### config.mk
export PLATFORM = sky130hd
export DESIGN_NAME = hpb_port
export DESIGN_NICKNAME = d
export VERILOG_FILES = /design/src/hw/hpb_pkg.sv /design/src/hw/hpb_sync.sv /design/src/hw/hpb_port.sv
export SDC_FILE = /design/constraint.sdc
export NUM_CORES = 1
export LEC_CHECK = 0
export BUFFER_PORTS_ARGS = -buffer_cell sky130_fd_sc_hd__buf_2
export CAP_MARGIN = 20
export CORE_UTILIZATION = 51
export CTS_CLUSTER_DIAMETER = 200
export DETAILED_ROUTE_END_ITERATION = 8
export GPL_TIMING_DRIVEN = 0
export PLACE_DENSITY = 0.82
export SETUP_SLACK_MARGIN = 0.4
export SLEW_MARGIN = 20
export SYNTH_ARGS = -nofsm -noshare
export SYNTH_HDL_FRONTEND = slang
export SYNTH_SLANG_ARGS = --single-unit
### constraint.sdc
create_clock -name ref_clk -period 1.72 [get_ports ref_clk]
set_input_delay 0.344 -clock ref_clk [delete_from_list [all_inputs] [get_ports ref_clk]]
set_output_delay 0.344 -clock ref_clk [all_outputs]
set_load 0.1 [all_outputs]
### src/hw/hpb_pkg.sv
// Package of constants for the host parallel bus pin block
package hpb_pkg;

	// ****************************************
	// Bus geometry
	// ****************************************
	localparam int HPB_DATA_W = 32;
	localparam int HPB_ADDR_W = 16;
	localparam int HPB_ADDR_LSB = 2;
	localparam int HPB_BIT2 = 2;
	localparam int HPB_BIT3 = 3;
	localparam int HPB_BIT4 = 4;
	localparam int HPB_BIT5 = 5;

	// ****************************************
	// Reset values and strap encodings
	// ****************************************
	localparam logic HPB_STRAP_NONMUX = 1'h0;
	localparam logic HPB_STRAP_MUX = 1'h1;
	localparam logic [31:0] HPB_DATA_RST = 32'h0000_0000;
	localparam logic [15:0] HPB_ADDR_RST = 16'h0000;
	localparam int HPB_SYNC_STAGES = 2;

	// ****************************************
	// Access state machine
	// ****************************************
	typedef enum logic [1:0] {
		HPB_IDLE = 2'h0,
		HPB_ADDR = 2'h1,
		HPB_DATA = 2'h3
	} hpb_state_t;

endpackage

### src/hw/hpb_sync.sv
// Two flip-flop synchroniser for a vector of pin inputs
`timescale 1ns/100ps
module hpb_sync #(
	parameter int WIDTH = 1,
	parameter logic [WIDTH-1:0] RST_VAL = '0
) (
	// Clock and reset
	input wire logic ref_clk,
	input wire logic rst,
	// Pins in, synchronised out
	input wire logic [WIDTH-1:0] pin_in,
	output logic [WIDTH-1:0] sync_out
);
	logic [WIDTH-1:0] meta_reg;

	// First stage only feeds second stage
	always_ff @(posedge ref_clk) begin
		if (rst) begin
			meta_reg <= RST_VAL;
			sync_out <= RST_VAL;
		end else begin
			meta_reg <= pin_in;
			sync_out <= meta_reg;
		end
	end
endmodule

### src/hw/hpb_port.sv
// Host parallel bus pin block of the device: strobes, address capture, data lines
`timescale 1ns/100ps
module hpb_port
	import hpb_pkg::*;
#(
	parameter int DATA_W = HPB_DATA_W,
	parameter int ADDR_W = HPB_ADDR_W
) (
	// Clock and reset
	input wire logic ref_clk,
	input wire logic rst,
	// Host strobes (pins)
	input wire logic chip_sel_n,
	input wire logic out_en_n,
	input wire logic wr_en_n,
	input wire logic bus_mux_strap,
	// Dedicated address pins, bit 2 doubles as latch strobe
	input wire logic addr_bit2_or_strobe,
	input wire logic addr_bit4_line,
	input wire logic [ADDR_W-1:0] addr_hi_in,
	// Data pins, three signals each
	input wire logic [DATA_W-1:0] data_in,
	output logic [DATA_W-1:0] data_out,
	output logic [DATA_W-1:0] data_oe_n,
	// Internal user side
	input wire logic [DATA_W-1:0] rd_data,
	output logic [ADDR_W-1:0] acc_addr,
	output logic [DATA_W-1:0] wr_data,
	output logic wr_strobe,
	output logic rd_strobe,
	output logic mux_mode
);
	import hpb_pkg::*;

	// ****************************************
	// Synchronised pin inputs
	// ****************************************
	localparam int NCTL = 6;
	localparam int NS = NCTL + ADDR_W + DATA_W;
	localparam logic [NS-1:0] SYNC_RST = {4'hF, 2'h0, {(ADDR_W + DATA_W){1'b0}}};
	logic [NS-1:0] sync_vec;
	logic cs_s, oe_s, we_s, strap_s, ale_s, a4_s;
	logic [ADDR_W-1:0] ahi_s;
	logic [DATA_W-1:0] din_s;

	hpb_sync #(.WIDTH(NS), .RST_VAL(SYNC_RST)) u_sync (
		.ref_clk(ref_clk),
		.rst(rst),
		.pin_in({chip_sel_n, out_en_n, wr_en_n, addr_bit2_or_strobe, bus_mux_strap,
			addr_bit4_line, addr_hi_in, data_in}),
		.sync_out(sync_vec)
	);

	// Unpack synchronised vector
	assign {cs_s, oe_s, we_s, ale_s, strap_s, a4_s, ahi_s, din_s} = sync_vec;

	// ****************************************
	// Strap capture and edge history
	// ****************************************
	logic strap_reg;
	logic strap_taken_reg;
	logic [1:0] strap_wait_reg;
	logic cs_d_reg;
	logic ale_d_reg;
	logic cs_fall;
	logic ale_fall;

	// Strap latched once, after the synchroniser has flushed its reset value
	always_ff @(posedge ref_clk) begin
		if (rst) begin
			strap_reg <= HPB_STRAP_NONMUX;
			strap_taken_reg <= 1'b0;
			strap_wait_reg <= 2'h0;
		end else if (!strap_taken_reg) begin
			if (strap_wait_reg == 2'(HPB_SYNC_STAGES)) begin
				strap_reg <= strap_s;
				strap_taken_reg <= 1'b1;
			end else begin
				strap_wait_reg <= strap_wait_reg + 2'h1;
			end
		end
	end

	// Previous levels for edge detection
	always_ff @(posedge ref_clk) begin
		if (rst) begin
			cs_d_reg <= 1'b1;
			ale_d_reg <= 1'b0;
		end else begin
			cs_d_reg <= cs_s;
			ale_d_reg <= ale_s;
		end
	end

	assign cs_fall = cs_d_reg && !cs_s;
	assign ale_fall = ale_d_reg && !ale_s && (strap_reg == HPB_STRAP_MUX);

	// ****************************************
	// Access state machine
	// ****************************************
	hpb_state_t state_reg;
	logic [ADDR_W-1:0] addr_reg;
	logic is_write_reg;

	// Track address and data phases of an access
	always_ff @(posedge ref_clk) begin
		if (rst) begin
			state_reg <= HPB_IDLE;
		end else begin
			case (state_reg)
				HPB_IDLE: begin
					if (strap_taken_reg && cs_fall) begin
						state_reg <= (strap_reg == HPB_STRAP_MUX) ? HPB_ADDR : HPB_DATA;
					end
				end
				HPB_ADDR: begin
					if (cs_s) begin
						state_reg <= HPB_IDLE;
					end else if (ale_fall) begin
						state_reg <= HPB_DATA;
					end
				end
				HPB_DATA: begin
					if (cs_s) begin
						state_reg <= HPB_IDLE;
					end
				end
				default: state_reg <= HPB_IDLE;
			endcase
		end
	end

	// Address capture per bus mode
	always_ff @(posedge ref_clk) begin
		if (rst) begin
			addr_reg <= HPB_ADDR_RST;
		end else if (state_reg == HPB_IDLE && cs_fall && strap_taken_reg
			&& strap_reg == HPB_STRAP_NONMUX) begin
			// Dedicated lines, bits 2 and 4 taken from dedicated inputs too
			addr_reg <= ahi_s;
			addr_reg[HPB_BIT4 - HPB_ADDR_LSB] <= a4_s;
			addr_reg[HPB_BIT2 - HPB_ADDR_LSB] <= ale_s;
		end else if (state_reg == HPB_ADDR && ale_fall) begin
			// Address on shared data pins, dedicated bit 4 ignored
			addr_reg <= din_s[ADDR_W + HPB_ADDR_LSB - 1:HPB_ADDR_LSB];
		end
	end

	// Direction taken at start of data phase
	always_ff @(posedge ref_clk) begin
		if (rst) begin
			is_write_reg <= 1'b0;
		end else if (state_reg != HPB_DATA) begin
			is_write_reg <= !we_s;
		end
	end

	// ****************************************
	// Data strobes and data lines
	// ****************************************
	logic enter_data;
	assign enter_data = (state_reg != HPB_DATA) && !cs_s && strap_taken_reg
		&& ((state_reg == HPB_IDLE && cs_fall && strap_reg == HPB_STRAP_NONMUX)
		|| (state_reg == HPB_ADDR && ale_fall));

	// One-cycle strobes at start of data phase
	always_ff @(posedge ref_clk) begin
		if (rst) begin
			wr_strobe <= 1'b0;
			rd_strobe <= 1'b0;
			wr_data <= HPB_DATA_RST;
			acc_addr <= HPB_ADDR_RST;
			mux_mode <= HPB_STRAP_NONMUX;
		end else begin
			wr_strobe <= enter_data && !we_s;
			rd_strobe <= enter_data && we_s;
			mux_mode <= strap_reg;
			if (state_reg == HPB_DATA && is_write_reg) begin
				wr_data <= din_s;
			end
			if (state_reg == HPB_DATA) begin
				acc_addr <= addr_reg;
			end
		end
	end

	// Drive data lines only while output enable is low in a read
	always_ff @(posedge ref_clk) begin
		if (rst) begin
			data_out <= HPB_DATA_RST;
			data_oe_n <= {DATA_W{1'b1}};
		end else begin
			data_out <= rd_data;
			data_oe_n <= {DATA_W{!( !oe_s && we_s && state_reg == HPB_DATA)}};
		end
	end
endmodule

### Word-level counts from Yosys, hierarchy flattened

Cells that the tools add are included.

| operators by class | value |
|---|---|
| $add $sub $neg | 1 |
| multiply operators | 0 |
| divide/modulo/power cells | 0 |
| order comparisons | 0 |
| equality and inequality tests | 7 |
| shift-type cells | 0 |
| muxes and demuxes | 10 |
| bitwise logic cells | 3 |
| reduce and logical (&&, ||, !) cells | 28 |

Operator list:

| cell | number |
|---|---|
| $mux 16 | 2 |
| $logic_and 1x1->1 | 17 |
| $mux 2 | 5 |
| $pmux 2 s3 | 1 |
| $logic_not 1->1 | 5 |
| $eq 2x2->1 const B | 2 |
| $ne 2x2->1 const B | 2 |
| $reduce_and 2->1 | 2 |
| $ne 3x2->1 const B | 1 |
| $not 1->1 | 3 |
| $reduce_and 3->1 | 1 |
| $add 2x1->2 const B | 1 |
| $eq 2x1->1 const B | 1 |
| $logic_not 2->1 | 1 |
| $mux 1 | 2 |
| $ne 2x1->1 const B | 1 |
| $reduce_bool 2->1 | 1 |
| $logic_or 1x1->1 | 1 |

| storage, ports and cells | value |
|---|---|
| register bits after elaboration | 217 |
| bits in latches | 0 |
| bits in writable memories | 0 |
| memory bits (read-only) | 0 |
| input port bits | 88 |
| word-level logic and storage cells | 66 |
| memories | 0 |

### Depth between registers and ports, before layout

| depth | value |
|---|---|
| depth in word-level cells | 7 |
| gate-level depth with buffers | 6 |
| gate-level depth less buffers | 5 |

### Cells and area by module

A second synthesis with hierarchy kept.

| second synthesis, totals | value |
|---|---|
| cell total of the unflattened synthesis | 685 |
| area total of the unflattened synthesis | 7,056.8 um^2 |

By module, submodules not included:

| module | instances | cells an instance | area an instance (um^2) | seq. area each (um^2) |
|---|---|---|---|---|
| hpb_port | 1 | 457 | 4,076.4 | 2,182.1 |
| hpb_sync | 1 | 228 | 2,980.4 | 2,162.1 |

### Worst setup path before layout

Ideal clock, no wire load.

| timing path | value |
|---|---|
| path type | reg2out |
| start | register data_oe_n[0] (netlist name) |
| end | output port data_oe_n[10] |
| arrival | 1.895 ns |
| data required time | 1.376 ns |
| path slack | -0.519 ns |
| stages on the path, launching flop included | 2 |
| buffers on the path | 1 |
| cells stage by stage | dfxtp_1 > buf_4 |

RTL lines:

| element | RTL line | RTL |
|---|---|---|
| end: declaration | hpb_port.sv:24 | `output logic [DATA_W-1:0] data_oe_n,` |

No word-level cell between the ends.

### Worst setup path after layout

| timing path | value |
|---|---|
| start | register state_reg[0] |
| end | register addr_reg[11] |

| on the way | value |
|---|---|
| word-level cells in the longest chain between the ends | 5 |
| elaborated cells between the ends (all ways) | 8 |
| classes of those cells | eq/ne: 1; mux: 1; reduce/logical: 6 |

Ends and longest elaborated chain:

| element | RTL line | RTL |
|---|---|---|
| start: declaration | hpb_port.sv:101 | `hpb_state_t state_reg;` |
| start signal: assignment | hpb_port.sv:113 | `state_reg <= (strap_reg == HPB_STRAP_MUX) ? HPB_ADDR : HPB_DATA;` |
| $logic_not 2->1 | hpb_port.sv:137 | `end else if (state_reg == HPB_IDLE && cs_fall && strap_taken_reg` |
| $logic_and 1x1->1 (2 in a row) | hpb_port.sv:137 |  |
| $logic_and 1x1->1 | hpb_port.sv:138 | `&& strap_reg == HPB_STRAP_NONMUX) begin` |
| $mux 16 or $reduce_bool 2->1 (tied branches) | -- |  |
| end signal: assignment | hpb_port.sv:140 | `addr_reg <= ahi_s;` |
| end signal: indexed assignment | hpb_port.sv:141 | `addr_reg[HPB_BIT4 - HPB_ADDR_LSB] <= a4_s;` |
| end signal: indexed assignment | hpb_port.sv:142 | `addr_reg[HPB_BIT2 - HPB_ADDR_LSB] <= ale_s;` |
| end: declaration | hpb_port.sv:102 | `logic [ADDR_W-1:0] addr_reg;` |

Several ways; a longest one is shown, not always the timed one.
A chain may end at the register's enable or synchronous reset.

==> impl_metrics.py <==
metrics = {
    "outcome": {
        "status": "complete, but fails checks",
        "violations": "negative setup slack",
    },
    "drt": {
        "drt_wl_total_mm": 31.1,
        "wl_per_cell_um": 27.6,
        "dr.first_iter.drc_count": 896,
        "drc": 0,
        "vias_per_cell": 5.96,
        "ant_nets": 0,
        "dr.pass1.iters": 9,
        "via_count": 6714,
    },
    "synth": {
        "yosysSeqAreaShare_pct": 62.4,
        "synth_common_cells": "213 x dfxtp_1, 132 x nor2b_1, 97 x nand2_1",
        "synthArstFlopShare_pct": 0,
        "ys_warn_count": 0,
        "yosys.area.top_type": "dfxtp_1",
        "synthTopCellsByArea": "dfxtp_1 62%, nor2b_1 12%, nand2_1 5.3%",
        "synth_edf_count": 0,
        "ys_types": 32,
        "synth_top_cell_area_share_pct": 62.4,
        "yosysMostFrequentCell": "dfxtp_1",
        "syn_avg_cell_area_um2": 10.1,
        "netlist_instances": 676,
        "syn-num-nets": 765,
        "synth_area_um2": 6830,
        "ys_ff_latch": 213,
        "synthFlopType": "dfxtp_1",
    },
    "floorplan": {
        "fp.dieW_um": 118,
        "die_area_um2": 13900,
        "num_rows": 41,
        "ioPinCount": 203,
        "core_area_um2": 12800,
        "chipHeight_um": 118,
        "start_util_pct": 53.3,
    },
    "timing": {
        "slew_viol_final": 0,
        "fin_ws_ps": -204,
        "rsz0062_at_grt": "yes",
        "period_needed_ps": 1920,
        "fmax_mhz": 520,
        "timing.slew.headroom_pct": 42.1,
        "worst_pin_slew_ps": 869,
        "hold_violations": 0,
        "period_share_pct": 112,
        "tns_ps": -2330,
        "fin_skew_ps": 23.4,
        "setup_viol": 43,
    },
    "grt": {
        "grt_first_pass_wirelength_mm": 36.0,
        "antenna_found_initial": 2,
        "overflow": 0,
        "grt_pass1_vias": 6368,
        "track_usage_pct": 33.5,
        "grt_max_degree": 16,
    },
    "setup_path": {
        "arrival_ps": 2280,
        "crit_path_start_kind": "flip-flop",
        "path_class": "reg -> reg",
        "endpoint_kind": "flip-flop",
        "worstPathMaxFanout": 10,
        "cp_data_required_time_ps": 2080,
    },
    "run": {
        "drv_cap": 0,
    },
    "clocking": {
        "htree_levels": 1,
        "clk_path_buf_depth": 3,
        "cts_hold_buffers": 0,
        "cts_made_buffers": 21,
        "clk_latency_ps": 520,
        "cts_sinks": 213,
        "clk_pin_slew_ps": 70,
        "cts_tree": "done",
        "cts-root-buf": "clkbuf_16",
    },
    "layout": {
        "finalNonFillerCells": 1126,
        "fin_nets": 1029,
        "syn_to_final_growth_pct": 73.5,
        "n_antenna_cell": 0,
        "drive_gt1_share_pct": 55.6,
        "nFillCells": 362,
    },
    "power_and_ir_drop": {
        "pwr_density_cell_nw_per_um2": 985,
        "ir_drop_uv": 987,
        "power.total_mw": 11.7,
        "p_leak_nw": 4.99,
    },
    "placed_design": {
        "place_inst": 1047,
        "dp_hpwl_mm": 10.6,
        "place_congestion": 0.846,
        "numPortBuffers": 199,
    },
    "min_path": {
        "hold_path.class": "in -> reg",
    },
}
[placed cells by master, fill, tap and decap left out, drive strengths merged]
cell type  count
nand2         97
o21ai         17
dfxtp        213
clkbuf        56
inv            5
clkinv         4
nand3b         2
or2            9
clkinvlp       1
bufinv         4
nor2           8
nor2b        132
and2           1
xnor2          1
buf          289
nand2b         1
and3b          1
mux2i          1
a311oi        16
or3            1
a2111oi        1
o21a           1
nor3          17
a211oi         2
ha             1
nand3         20
a21oi         51
and3           1
a41oi          1
[path summary, 6_finish.rpt]
check	startpoint	depth (start not counted)	endpoint	slack, ps
max	state_reg[0]	5	addr_reg[11]	-200
min	wr_en_n	2	u_sync.meta_reg[51]	30
max reg2reg	state_reg[0]	5	addr_reg[11]	-200
min reg2reg	u_sync.sync_out[0]	2	wr_data[0]	450
[worst max-delay path, cell delays in order (launching register included)]
cell and delay (ps):
dfxtp_2 340, or3_4 400, buf_6 140, clkbuf_2 250
nor3_2 530, a311oi_2 110
[power breakdown]
part / total [mW] / internal [mW] / switching (mW)
Combinational: 1.28 / 0.483 / 0.800
Clock: 5.10 / 3.02 / 2.08
Sequential: 5.29 / 5.12 / 0.167
Total: 11.7 / 8.62 / 3.04
[logic make-up (layout without fill, tap and decap cells)]
logic type               count (synthesis)  count (layout)  synth area share (%)
flip-flops                             213             213                  62.4
multiplexers                             1               1                 0.147
XOR/XNOR                                 1               1                 0.128
buffers and inverters                   81             359                  6.47
adder cells (fa/ha/maj)                  1               1                 0.183
AND/OR/NAND/NOR                        290             290                  22.1
AO/OA/AOI/OAI                           89              89                  8.54
[stage by stage]
stage / area [um^2] / hold WS (ps) / util, % / setup slack, ps
after global placement: 8180 / 395 / 63.8 / 4.35
after floorplan: 6970 / 389 / - / 183
after CTS: 11200 / 24.3 / 87.1 / -44.4
after global routing: 11800 / 40.4 / 92.4 / -205
final: 11800 / 29.6 / 92.4 / -204
after detailed placement: 8180 / 400 / 63.8 / -36.3
[layer usage]
layer  share of wire (%)  routed length (um)  vias up  track usage, %
li1                    -                   -     2678               -
met1                  33               10200     3219            35.6
met2                  48               15000      580            61.7
met3                 9.9                3070      233            6.64
met4                 8.9                2770        4            18.4
met5               0.074                  23        -               0
[what timing repair did]
action                     in CTS  in global routing
gates cloned                    2                  3
setup endpoints to repair     176                180
pin swaps                       0                 18
setup buffers                  21                 16
gates resized for setup       594                162
[final cells by class]
type | count | area [um^2] | share of cell area, %
tap | 172 | 215 | 1.82
buffer | 77 | 707 | 5.97
multi-input combinational | 382 | 2610 | 22.0
inverter | 4 | 15.0 | 0.127
timing repair buffer | 241 | 3150 | 26.6
sequential | 213 | 4410 | 37.2
clock inverter | 10 | 154 | 1.30
clock buffer | 27 | 588 | 4.96
Note: power is estimated with default switching activity, not from simulation.
